`src/verilog/twowire_pkg.sv`:
```
`default_nettype none
package twowire_pkg;

   // ---------------------------------------------------------------
   // Register map (byte addresses, one word each)
   // ---------------------------------------------------------------
   localparam logic [7:0] ADDR_OWN    = 8'h00;
   localparam logic [7:0] ADDR_CTRL   = 8'h04;
   localparam logic [7:0] ADDR_STATUS = 8'h08;
   localparam logic [7:0] ADDR_DATA   = 8'h0c;

   // ---------------------------------------------------------------
   // Field layout and reset values
   // ---------------------------------------------------------------
   localparam int         SLA_MSB          = 7;
   localparam int         SLA_LSB          = 1;
   localparam int         GCE_BIT          = 0;
   localparam int         CODE_LSB         = 3;
   localparam logic [6:0] GENERAL_CALL_ADDR = 7'h00;
   localparam logic [2:0] LAST_BIT         = 3'h7;
   localparam logic [7:0] OWN_RESET        = 8'h00;
   localparam logic [7:0] DATA_RESET       = 8'hff;
   localparam logic [1:0] PRESCALER_RESET  = 2'h0;

   typedef struct packed {
      logic flag;
      logic ack_enable;
      logic start_request;
      logic stop_request;
      logic write_collision_flag;
      logic interface_enable;
      logic reserved;
      logic serial_irq_enable;
   } twowire_control_t;

   localparam twowire_control_t CTRL_RESET = 8'h00;

   // ---------------------------------------------------------------
   // Status codes, prescaler bits excluded
   // ---------------------------------------------------------------
   localparam logic [7:0] STATUS_OWN_READ   = 8'ha8;
   localparam logic [7:0] STATUS_ARB_READ   = 8'hb0;
   localparam logic [7:0] STATUS_DATA_ACK   = 8'hb8;
   localparam logic [7:0] STATUS_DATA_NACK  = 8'hc0;
   localparam logic [7:0] STATUS_LAST_ACK   = 8'hc8;
   localparam logic [7:0] STATUS_NO_INFO    = 8'hf8;
   localparam logic [7:0] STATUS_BUS_ERROR  = 8'h00;

   // ---------------------------------------------------------------
   // AHB-Lite encodings
   // ---------------------------------------------------------------
   localparam logic [1:0] HTRANS_NONSEQ = 2'h2;
   localparam logic       HRESP_OKAY    = 1'h0;

   typedef enum logic [2:0] {
      LINK_IDLE      = 3'b000,
      LINK_ADDR      = 3'b001,
      LINK_ADDR_LAST = 3'b010,
      LINK_ADDR_ACK  = 3'b011,
      LINK_HOLD      = 3'b100,
      LINK_TX        = 3'b101,
      LINK_ACK_CHECK = 3'b110,
      LINK_BUS_ERROR = 3'b111
   } link_state_t;

endpackage
`default_nettype wire

```
`src/verilog/twowire_slave_transmitter.sv`:
```
`default_nettype none
module twowire_slave_transmitter (
   // Clock and reset
   input  wire logic        mclk_in,
   input  wire logic        reset_in,
   // AHB-Lite slave
   input  wire logic        hsel_in,
   input  wire logic [31:0] haddr_in,
   input  wire logic [1:0]  htrans_in,
   input  wire logic        hwrite_in,
   input  wire logic [2:0]  hsize_in,
   input  wire logic [31:0] hwdata_in,
   input  wire logic        hready_in,
   output var  logic [31:0] hrdata_out,
   output      logic        hreadyout_out,
   output      logic        hresp_out,
   // Two-wire bus pins, open drain
   input  wire logic        scl_in,
   output      logic        scl_out,
   output      logic        scl_oe_out,
   input  wire logic        sda_in,
   output      logic        sda_out,
   output      logic        sda_oe_out,
   // System sideband
   input  wire logic        sleep_in,
   input  wire logic        arb_lost_in,
   output var  logic        wake_request_out,
   output      logic        start_pending_out,
   output var  logic        slave_receive_out
);

   // ---------------------------------------------------------------
   // Registers
   // ---------------------------------------------------------------
   logic [7:0]                    own_slave_address;
   twowire_pkg::twowire_control_t twowire_control;
   logic [7:0]                    status_code;
   logic [1:0]                    prescaler;
   logic [7:0]                    twowire_data_reg;

   twowire_pkg::link_state_t      state, next_state;
   logic [2:0]                    bit_count, next_bit_count;
   logic [7:0]                    shift, next_shift;
   logic                          ack_seen, next_ack_seen;
   logic                          last_byte, next_last_byte;
   logic                          tx_setup, arb_flag, bus_busy;
   logic [7:0]                    next_status;
   logic                          flag_set, stop_clear, addr_capture;
   logic                          match_event, receive_event;
   logic                          wr_pending;
   logic [7:0]                    wr_addr;

   // ---------------------------------------------------------------
   // Pin synchronisers
   // ---------------------------------------------------------------
   logic scl_meta, scl_sync, scl_prev;
   logic sda_meta, sda_sync, sda_prev;

   always_ff @(posedge mclk_in) begin
      scl_meta <= scl_in;
      scl_sync <= scl_meta;
      scl_prev <= scl_sync;
      sda_meta <= sda_in;
      sda_sync <= sda_meta;
      sda_prev <= sda_sync;
   end

   wire scl_rise   = scl_sync & ~scl_prev;
   wire scl_fall   = ~scl_sync & scl_prev;
   wire start_cond = scl_sync & scl_prev & sda_prev & ~sda_sync;
   wire stop_cond  = scl_sync & scl_prev & ~sda_prev & sda_sync;

   // ---------------------------------------------------------------
   // AHB-Lite decode
   // ---------------------------------------------------------------
   wire addr_phase = hsel_in & hready_in & (htrans_in == twowire_pkg::HTRANS_NONSEQ);
   wire [7:0] req_addr = haddr_in[7:0];
   wire       req_low  = (haddr_in[31:8] == 24'h000000);
   wire [7:0] wbyte     = hwdata_in[7:0];
   wire       wr_own    = wr_pending & (wr_addr == twowire_pkg::ADDR_OWN);
   wire       wr_ctrl   = wr_pending & (wr_addr == twowire_pkg::ADDR_CTRL);
   wire       wr_status = wr_pending & (wr_addr == twowire_pkg::ADDR_STATUS);
   wire       wr_data   = wr_pending & (wr_addr == twowire_pkg::ADDR_DATA);
   twowire_pkg::twowire_control_t wctrl;
   assign wctrl = wbyte;
   wire flag_clear = wr_ctrl & wctrl.flag;

   // Flag low hides the code behind the no-information value
   wire [7:0] status_view = twowire_control.flag ? status_code : twowire_pkg::STATUS_NO_INFO;
   wire [7:0] status_read = {status_view[7:twowire_pkg::CODE_LSB], 1'b0, prescaler};

   wire [7:0] read_byte =
      (req_addr == twowire_pkg::ADDR_OWN)    ? own_slave_address :
      (req_addr == twowire_pkg::ADDR_CTRL)   ? twowire_control   :
      (req_addr == twowire_pkg::ADDR_STATUS) ? status_read       :
      (req_addr == twowire_pkg::ADDR_DATA)   ? twowire_data_reg  : 8'h00;

   assign hreadyout_out = 1'b1;
   assign hresp_out     = twowire_pkg::HRESP_OKAY;

   // Read data is fetched at the address phase so it stands registered
   always_ff @(posedge mclk_in) begin
      if (reset_in) begin
         wr_pending <= 1'b0;
         wr_addr    <= 8'h00;
         hrdata_out <= 32'h00000000;
      end else begin
         wr_pending <= addr_phase & hwrite_in & req_low;
         wr_addr    <= req_addr;
         if (addr_phase & ~hwrite_in) begin
            hrdata_out <= {24'h000000, req_low ? read_byte : 8'h00};
         end
      end
   end

   // ---------------------------------------------------------------
   // Address recognition
   // ---------------------------------------------------------------
   wire [7:0] addr_byte = {shift[6:0], sda_sync};
   wire own_hit = addr_byte[7:1] == own_slave_address[twowire_pkg::SLA_MSB:twowire_pkg::SLA_LSB];
   wire gc_hit  = (addr_byte[7:1] == twowire_pkg::GENERAL_CALL_ADDR)
                  & own_slave_address[twowire_pkg::GCE_BIT];
   wire addr_match = twowire_control.ack_enable & (own_hit | gc_hit);
   wire read_dir   = addr_byte[0];
   wire done_code  = (status_code == twowire_pkg::STATUS_DATA_NACK) |
                     (status_code == twowire_pkg::STATUS_LAST_ACK);
   wire addressed  = (state == twowire_pkg::LINK_ADDR_LAST) |
                     (state == twowire_pkg::LINK_ADDR_ACK) |
                     (state == twowire_pkg::LINK_TX) |
                     (state == twowire_pkg::LINK_ACK_CHECK);
   wire bus_error  = addressed & (start_cond | stop_cond);

   // ---------------------------------------------------------------
   // Link state machine
   // ---------------------------------------------------------------
   always_comb begin
      next_state     = state;
      next_bit_count = bit_count;
      next_shift     = shift;
      next_ack_seen  = ack_seen;
      next_last_byte = last_byte;
      next_status    = status_code;
      flag_set       = 1'b0;
      stop_clear     = 1'b0;
      addr_capture   = 1'b0;
      match_event    = 1'b0;
      receive_event  = 1'b0;
      if (bus_error) begin
         next_state  = twowire_pkg::LINK_BUS_ERROR;
         next_status = twowire_pkg::STATUS_BUS_ERROR;
         flag_set    = 1'b1;
      end else begin
         unique case (state)
            twowire_pkg::LINK_IDLE: begin
               // Bus is watched even with acknowledge disabled
               if (start_cond) begin
                  next_state     = twowire_pkg::LINK_ADDR;
                  next_bit_count = 3'h0;
               end
            end
            twowire_pkg::LINK_ADDR: begin
               if (stop_cond) begin
                  next_state = twowire_pkg::LINK_IDLE;
               end else if (start_cond) begin
                  next_bit_count = 3'h0;
               end else if (scl_rise) begin
                  next_shift     = addr_byte;
                  next_bit_count = bit_count + 3'h1;
                  if (bit_count == twowire_pkg::LAST_BIT) begin
                     addr_capture = addr_match;
                     if (addr_match & read_dir) begin
                        next_state  = twowire_pkg::LINK_ADDR_LAST;
                        match_event = 1'b1;
                     end else begin
                        receive_event = addr_match;
                        next_state    = twowire_pkg::LINK_IDLE;
                     end
                  end
               end
            end
            twowire_pkg::LINK_ADDR_LAST: begin
               if (scl_fall) begin
                  next_state = twowire_pkg::LINK_ADDR_ACK;
               end
            end
            twowire_pkg::LINK_ADDR_ACK: begin
               if (scl_fall) begin
                  next_state  = twowire_pkg::LINK_HOLD;
                  flag_set    = 1'b1;
                  next_status = arb_flag ? twowire_pkg::STATUS_ARB_READ
                                         : twowire_pkg::STATUS_OWN_READ;
               end
            end
            twowire_pkg::LINK_HOLD: begin
               if (~twowire_control.flag) begin
                  if (done_code) begin
                     next_state = twowire_pkg::LINK_IDLE;
                  end else begin
                     next_state     = twowire_pkg::LINK_TX;
                     next_shift     = twowire_data_reg;
                     next_bit_count = 3'h0;
                     next_last_byte = ~twowire_control.ack_enable;
                  end
               end
            end
            twowire_pkg::LINK_TX: begin
               if (scl_fall) begin
                  next_bit_count = bit_count + 3'h1;
                  next_shift     = {shift[6:0], 1'b1};
                  if (bit_count == twowire_pkg::LAST_BIT) begin
                     next_state = twowire_pkg::LINK_ACK_CHECK;
                  end
               end
            end
            twowire_pkg::LINK_ACK_CHECK: begin
               if (scl_rise) begin
                  next_ack_seen = ~sda_sync;
               end else if (scl_fall) begin
                  next_state = twowire_pkg::LINK_HOLD;
                  flag_set   = 1'b1;
                  if (~ack_seen) begin
                     next_status = twowire_pkg::STATUS_DATA_NACK;
                  end else if (last_byte) begin
                     next_status = twowire_pkg::STATUS_LAST_ACK;
                  end else begin
                     next_status = twowire_pkg::STATUS_DATA_ACK;
                  end
               end
            end
            twowire_pkg::LINK_BUS_ERROR: begin
               if (flag_clear & wctrl.stop_request) begin
                  next_state = twowire_pkg::LINK_IDLE;
                  stop_clear = 1'b1;
               end
            end
         endcase
      end
      if (~twowire_control.interface_enable) begin
         next_state = twowire_pkg::LINK_IDLE;
         flag_set   = 1'b0;
      end
   end

   always_ff @(posedge mclk_in) begin
      if (reset_in) begin
         state     <= twowire_pkg::LINK_IDLE;
         bit_count <= 3'h0;
         shift     <= 8'hff;
         ack_seen  <= 1'b0;
         last_byte <= 1'b0;
         tx_setup  <= 1'b0;
      end else begin
         state     <= next_state;
         bit_count <= next_bit_count;
         shift     <= next_shift;
         ack_seen  <= next_ack_seen;
         last_byte <= next_last_byte;
         tx_setup  <= (state == twowire_pkg::LINK_HOLD) & (next_state == twowire_pkg::LINK_TX);
      end
   end

   // ---------------------------------------------------------------
   // Bus tracking and sideband
   // ---------------------------------------------------------------
   always_ff @(posedge mclk_in) begin
      if (reset_in) begin
         bus_busy          <= 1'b0;
         arb_flag          <= 1'b0;
         wake_request_out  <= 1'b0;
         slave_receive_out <= 1'b0;
      end else begin
         bus_busy <= start_cond | (bus_busy & ~stop_cond);
         // Arrival wins over the consuming acknowledge
         if (arb_lost_in) begin
            arb_flag <= 1'b1;
         end else if (stop_cond | (flag_set & (state == twowire_pkg::LINK_ADDR_ACK))) begin
            arb_flag <= 1'b0;
         end
         // Leaving sleep drops the request
         wake_request_out <= sleep_in & (wake_request_out | match_event);
         slave_receive_out <= receive_event;
      end
   end

   // Master side launches the start; only asked for once the bus is free
   assign start_pending_out = twowire_control.start_request & ~bus_busy &
                              (state == twowire_pkg::LINK_IDLE);

   // ---------------------------------------------------------------
   // Software registers
   // ---------------------------------------------------------------
   always_ff @(posedge mclk_in) begin
      if (reset_in) begin
         own_slave_address <= twowire_pkg::OWN_RESET;
         twowire_control   <= twowire_pkg::CTRL_RESET;
         status_code       <= twowire_pkg::STATUS_NO_INFO;
         prescaler         <= twowire_pkg::PRESCALER_RESET;
         twowire_data_reg  <= twowire_pkg::DATA_RESET;
      end else begin
         status_code <= next_status;
         if (wr_own) begin
            own_slave_address <= wbyte;
         end
         if (wr_status) begin
            prescaler <= wbyte[1:0];
         end
         if (wr_ctrl) begin
            twowire_control.ack_enable        <= wctrl.ack_enable;
            twowire_control.start_request     <= wctrl.start_request;
            twowire_control.interface_enable  <= wctrl.interface_enable;
            twowire_control.serial_irq_enable <= wctrl.serial_irq_enable;
         end
         if (stop_clear) begin
            twowire_control.stop_request <= 1'b0;
         end else if (wr_ctrl) begin
            twowire_control.stop_request <= wctrl.stop_request;
         end
         // Set beats a clear that lands in the same cycle
         if (flag_set) begin
            twowire_control.flag <= 1'b1;
         end else if (flag_clear) begin
            twowire_control.flag <= 1'b0;
         end
         // Data is only taken while the flag stands
         if (wr_data) begin
            twowire_control.write_collision_flag <= ~twowire_control.flag;
            if (twowire_control.flag) begin
               twowire_data_reg <= wbyte;
            end
         end else if (addr_capture & ~sleep_in) begin
            // Asleep, the address byte never reaches the data register
            twowire_data_reg <= addr_byte;
         end
      end
   end

   // ---------------------------------------------------------------
   // Pin drive: open drain, enable pulls low
   // ---------------------------------------------------------------
   assign scl_out    = 1'b0;
   assign sda_out    = 1'b0;
   // Holding low also covers a wake-up of any length
   assign scl_oe_out = (state == twowire_pkg::LINK_HOLD) | tx_setup;
   assign sda_oe_out = (state == twowire_pkg::LINK_ADDR_ACK) |
                       ((state == twowire_pkg::LINK_TX) & ~shift[7]);

endmodule
`default_nettype wire

```
`config.mk`:
```
export PLATFORM = sky130hd
export DESIGN_NAME = twowire_slave_transmitter
export DESIGN_NICKNAME = d
export VERILOG_FILES = /design/src/verilog/twowire_pkg.sv /design/src/verilog/twowire_slave_transmitter.sv
export SDC_FILE = /design/constraint.sdc
export NUM_CORES = 1
export LEC_CHECK = 0
export BUFFER_PORTS_ARGS = -buffer_cell sky130_fd_sc_hd__buf_2
export CORE_ASPECT_RATIO = 1.25
export CORE_MARGIN = 3
export CORE_UTILIZATION = 32
export CTS_BUF_LIST = sky130_fd_sc_hd__clkbuf_2 sky130_fd_sc_hd__clkbuf_4 sky130_fd_sc_hd__clkbuf_8
export CTS_CLUSTER_DIAMETER = 60
export CTS_CLUSTER_SIZE = 40
export DETAILED_ROUTE_END_ITERATION = 7
export HOLD_SLACK_MARGIN = 0.1
export PLACE_DENSITY = 0.58
export SYNTH_ARGS = -nofsm -noshare
export SYNTH_HDL_FRONTEND = slang
export SYNTH_SLANG_ARGS = --single-unit
```
`constraint.sdc`:
```
create_clock -name mclk_in -period 2.2 [get_ports mclk_in]
set_input_delay 0.33 -clock mclk_in [delete_from_list [all_inputs] [get_ports mclk_in]]
set_output_delay 0.33 -clock mclk_in [all_outputs]
set_load 0.02 [all_outputs]
```
# After elaboration in Yosys (flattened, before gate mapping)
# Cells that the tools add are included.
[classes] n_mux=74 bitwise_logic=57 addsub=1 n_eq_ne=34 n_reduce_logical=22
[ops] cell="$mux 8" count=19
[ops] cell="$mux 3" count=22
[ops] cell="$eq 8x4->1 const B" count=4
[ops] cell="$and 1x1->1" count=30
[ops] cell="$logic_not 24->1" count=1
[ops] cell="$mux 1" count=24
[ops] cell="$pmux 3 s8" count=1
[ops] cell="$pmux 8 s3" count=1
[ops] cell="$ne 2x2->1 const B" count=11
[ops] cell="$eq 3x3->1 const B" count=6
[ops] cell="$eq 8x3->1 const B" count=2
[ops] cell="$eq 8x8->1 const B" count=2
[ops] cell="$logic_not 8->1" count=2
[ops] cell="$not 1->1" count=16
[ops] cell="$pmux 8 s2" count=1
[ops] cell="$reduce_and 8->1" count=2
[ops] cell="$mux 7" count=2
[ops] cell="$ne 3x3->1 const B" count=4
[ops] cell="$pmux 3 s4" count=1
[ops] cell="$reduce_and 4->1" count=3
[ops] cell="$or 1x1->1" count=11
[ops] cell="$reduce_bool 2->1" count=4
[ops] cell="$reduce_or 8->1" count=1
[ops] cell="$eq 7x7->1" count=1
[ops] cell="14 further kinds" count=17
[word_totals] output_inout_bits=41 elab_cells=219 register_bits=77

# Logic depth before layout (Yosys ltp)
[depth] word_depth=15 ltp_mapped=7 ltp_nobuf=6

# Least setup slack after synthesis
# Ideal clock, no wire load.
[synth_path] path_type="input-to-reg" start="input port haddr_in[5]" end="register hrdata_out[3]" setup_time_ns=0.070 path_buffers=0 t_arrival_ns=1.997 slack_ns=0.133 path_stages=5 path_cell_list="or4_4 > or3_4 > or4_4 > a221o_1 > a21oi_1"
[synth_via] elab_chain_len=6 word_cells_on_any_way=9
[synth_rtl] item="start, declared" line="twowire_slave_transmitter.sv:8" rtl="input wire logic [31:0] haddr_in,"
[synth_rtl] item="$eq 8x4->1" line="twowire_slave_transmitter.sv:96" rtl="(req_addr == twowire_pkg::ADDR_DATA) ? twowire_data_reg : 8'h00;"
[synth_rtl] item="$mux 8" line="twowire_slave_transmitter.sv:96"
[synth_rtl] item="$mux 8" line="twowire_slave_transmitter.sv:95" rtl="(req_addr == twowire_pkg::ADDR_STATUS) ? status_read :"
[synth_rtl] item="$mux 8" line="twowire_slave_transmitter.sv:94" rtl="(req_addr == twowire_pkg::ADDR_CTRL) ? twowire_control :"
[synth_rtl] item="$mux 8 (*)" line="twowire_slave_transmitter.sv:93" rtl="(req_addr == twowire_pkg::ADDR_OWN) ? own_slave_address :"
[synth_rtl] item="$mux 8 (*)" line="twowire_slave_transmitter.sv:111" rtl="hrdata_out <= {24'h000000, req_low ? read_byte : 8'h00};"
[synth_rtl] item="end signal, assigned" line="twowire_slave_transmitter.sv:111"
[synth_rtl] item="end, declared" line="twowire_slave_transmitter.sv:14" rtl="output var logic [31:0] hrdata_out,"
# Every way passes the cells marked *; elsewhere a longest branch is shown, timed or not.
# A chain may end at the register's enable or synchronous reset.

# Worst setup path after layout
[layout_path] start="register wr_addr[5]" end="register state[0]"
[layout_via] elab_chain_len=8
[layout_rtl] item="start, declared" line="twowire_slave_transmitter.sv:51" rtl="logic [7:0] wr_addr;"
[layout_rtl] item="start signal, assigned" line="twowire_slave_transmitter.sv:109" rtl="wr_addr <= req_addr;"
[layout_rtl] item="$eq 8x3->1" line="twowire_slave_transmitter.sv:81" rtl="wire wr_ctrl = wr_pending & (wr_addr == twowire_pkg::ADDR_CTRL);"
[layout_rtl] item="$and 1x1->1" line="twowire_slave_transmitter.sv:81"
[layout_rtl] item="$and 1x1->1" line="twowire_slave_transmitter.sv:86" rtl="wire flag_clear = wr_ctrl & wctrl.flag;"
[layout_rtl] item="$and 1x1->1" line="twowire_slave_transmitter.sv:231" rtl="if (flag_clear & wctrl.stop_request) begin"
[layout_rtl] item="$mux 3" line="twowire_slave_transmitter.sv:231"
[layout_rtl] item="$pmux 3 s8" line="twowire_slave_transmitter.sv:153" rtl="unique case (state)"
[layout_rtl] item="$mux 3" line="twowire_slave_transmitter.sv:148" rtl="if (bus_error) begin"
[layout_rtl] item="$mux 3" line="twowire_slave_transmitter.sv:238" rtl="if (~twowire_control.interface_enable) begin"
[layout_rtl] item="end signal, assigned" line="twowire_slave_transmitter.sv:246" rtl="state <= twowire_pkg::LINK_IDLE;"
[layout_rtl] item="end signal, assigned" line="twowire_slave_transmitter.sv:253" rtl="state <= next_state;"
[layout_rtl] item="end, declared" line="twowire_slave_transmitter.sv:41" rtl="twowire_pkg::link_state_t state, next_state;"
# Every way passes these cells.

==> flow_summary.ini <==
[layout]
multi_input_area_sq_um = 2170
syn2layout_area_growth_pct = 19.7
sequential_cell_area_sq_um = 1480
drive_above_1_share_pct = 24.0
insertedDiodeCount = 0
final_nets = 595
post-route-util_pct = 39.4
nFillCells = 1209

[synthesis]
synth.most_common_cell = dfxtp_1
mappedNetlistArea_sq_um = 3860
yosys-top-cells-count = dfxtp_1 (74), nor2_1 (54), mux2i_1 (30), buf_4 (29), nand2_1 (24)
synth_compound_area_share_pct = 14.8
yosys.area.top_type = dfxtp_1
synth_top_family_by_area = simple AND/OR/NAND/NOR gates
yosys_warnings = 0
seq_area_frac_synth_pct = 38.4
synth_ff_type = dfxtp_1
yosys-top-cells-area = dfxtp_1 (38%), mux2i_1 (7.8%), buf_4 (5.6%), nor2_1 (5.3%), nor2b_1 (2.4%)
synth_enable_flop_cells = 0
synth.distinct_cells = 61
synth_cells = 440
synth-seq-cells = 74
synthSimpleGateAreaFrac_pct = 24.0
synth-xor-area-share_pct = 2.04
synth_fa_ha_area_share_pct = 0.648
synth_top_area_share_pct = 38.4
synthArstFlopShare_pct = 0
syn_avg_cell_area_sq_um = 8.77
synth_mux_area_share_pct = 11.3

[grt]
grt_pass1_wl_mm = 16.6
grt_pass1_vias = 3247
antenna_found_initial = 0
grtUsageTotal_pct = 15.6
grt_max_degree = 45
globalRouteOverflowTotal = 0

[cts]
numCtsBuffers = 9
numClockSinks = 74
clk_latency_ns = 0.37
cts_root_buf = clkbuf_8
post-cts-setup-buffer-count = 0
htreeDepth = 3
cts_buffer_depth = 2
tritoncts = yes
clkTransAtPathRegs_ns = 0.08

[sta]
min_period_ns = 2.13
slew_viol_final = 0
rsz0062_at_grt = true
setup_violations = 0
hold_viol = 0
tightest_slew_ns = 0.633
relSlewSlack_pct = 57.8
timing.fmax_mhz = 470
fin_skew_ns = 0.0110
post-route-period-util_pct = 96.7

[drt]
drt_first_pass_iters = 5
first_iter_violations = 345
routedWlPerCell_um = 15.3
vias_per_cell = 5.07
drc = 0
via_count = 3456
drt-total-wl_mm = 10.4
ant_nets = 0

[critical_path]
startpoint_type = register
arrival_ns = 2.37
cp-end-kind = register
cp_data_required_time_ns = 2.44
path_max_fanout = 4
r2r_slack_ns = 0.07
worstSetupPathType = reg2reg

[die]
top_level_ports = 119
rows = 44
dieHeight_um = 129
die_area_sq_um = 13400
fp.dieW_um = 104
initial_core_util_pct = 32.9
design.core.area_sq_um = 11700

[flow_run]
drv_cap = 0

[power_and_ir_drop]
p_per_area_nw_per_um2 = 578
power_mw = 2.67
max-vdd-ir-drop_v = 0.000514
p_leak_nw = 1.79

[outcome]
status = finished, final reports clean

[place]
portBuffers = 63
hpwl_mm = 7.77
gp_congestion = 0.896

[hold_path]
hold_path.class = in2reg
==> per-layer routing <==
metal  global-route usage [%]  wire [um]
met5                        0          0
met4                     6.26        146
met3                     3.01        662
met2                     26.3       4910
met1                     19.7       4700
==> per-stage QoR <==
step                worst slack (ns)  area [sq um]  hold WS, ns  setup TNS [ns]  std cells
floorplan                      0.133          3960        0.310               0        466
global placement             -0.0197          4370        0.310         -0.0561        663
detailed placement           -0.0412          4370        0.312          -0.110        663
CTS                          0.00520          4590        0.176               0        681
global route                 -0.0432          4620        0.209          -0.233        681
finish                        0.0726          4620        0.175               0        681
==> cells by family after synthesis <==
group	count (synthesis)
XOR/XNOR	9
AND/OR/NAND/NOR	173
buffers and inverters	59
other	2
flip-flops	74
AO/OA/AOI/OAI	81
multiplexers	40
adder cells (fa/ha/maj)	2
==> cells in the final DEF, fill, tap and decap left out, drive strengths merged, types with 3 or more instances in the layout <==
| cell type | n |
|---|---|
| buf | 88 |
| dfxtp | 74 |
| nor2 | 54 |
| mux2i | 30 |
| conb | 28 |
| nand2 | 24 |
| a21oi | 18 |
| nor2b | 15 |
| nor3 | 14 |
| o21ai | 13 |
| clkbuf | 11 |
| nor4 | 11 |
| nand2b | 10 |
| nand3 | 10 |
| a211o | 9 |
| mux2 | 8 |
| inv | 7 |
| o2111ai | 5 |
| a31oi | 5 |
| xnor2 | 5 |
| a22oi | 5 |
| or3 | 5 |
| nand4 | 4 |
| xor2 | 4 |
| nand3b | 4 |
| a221o | 4 |
| o31ai | 3 |
| clkinv | 3 |
| nor4bb | 3 |
| a311oi | 3 |
| or4 | 3 |
==> report_power, final <==
part           internal (mW)  total (mW)  switching [mW]
Sequential              1.35        1.37          0.0168
Combinational         0.0687       0.196           0.127
Clock                  0.580        1.10           0.523
Total                   2.00        2.67           0.667
==> critical path, stage by stage, from the launching register on <==
cell	delay, ns
dfxtp_1	0.31
or4_1	0.61
nor4_1	0.33
buf_4	0.17
o31ai_1	0.12
a311oi_2	0.37
a311oi_1	0.09
==> what timing repair did <==
action / CTS / global route
endpoints found under the setup margin: 0 / 12
endpoints found under the hold margin: 2 / 0
resized for setup: 0 / 4
hold buffers: 2 / 0
==> area by class of cell <==
class	instances	share of cell area (%)
multi-input combinational	333	47.0
sequential	74	32.1
timing repair buffer	90	11.6
tap	161	4.36
clock buffer	11	3.28
clock inverter	5	1.14
inverter	7	0.568
==> final timing paths <==
kind / from / to / depth (start not counted)
worst max-delay path: wr_addr[5]$_SDFF_PP0_ / state[0]$_SDFF_PP0_ / 6
worst min-delay path: arb_lost_in / arb_flag$_SDFFE_PP0P_ / 3
worst max register to register: wr_addr[5]$_SDFF_PP0_ / state[0]$_SDFF_PP0_ / 6
worst min register to register: scl_meta$_DFF_P_ / scl_sync$_DFF_P_ / 0
Note: power is estimated with default switching activity, not from simulation.
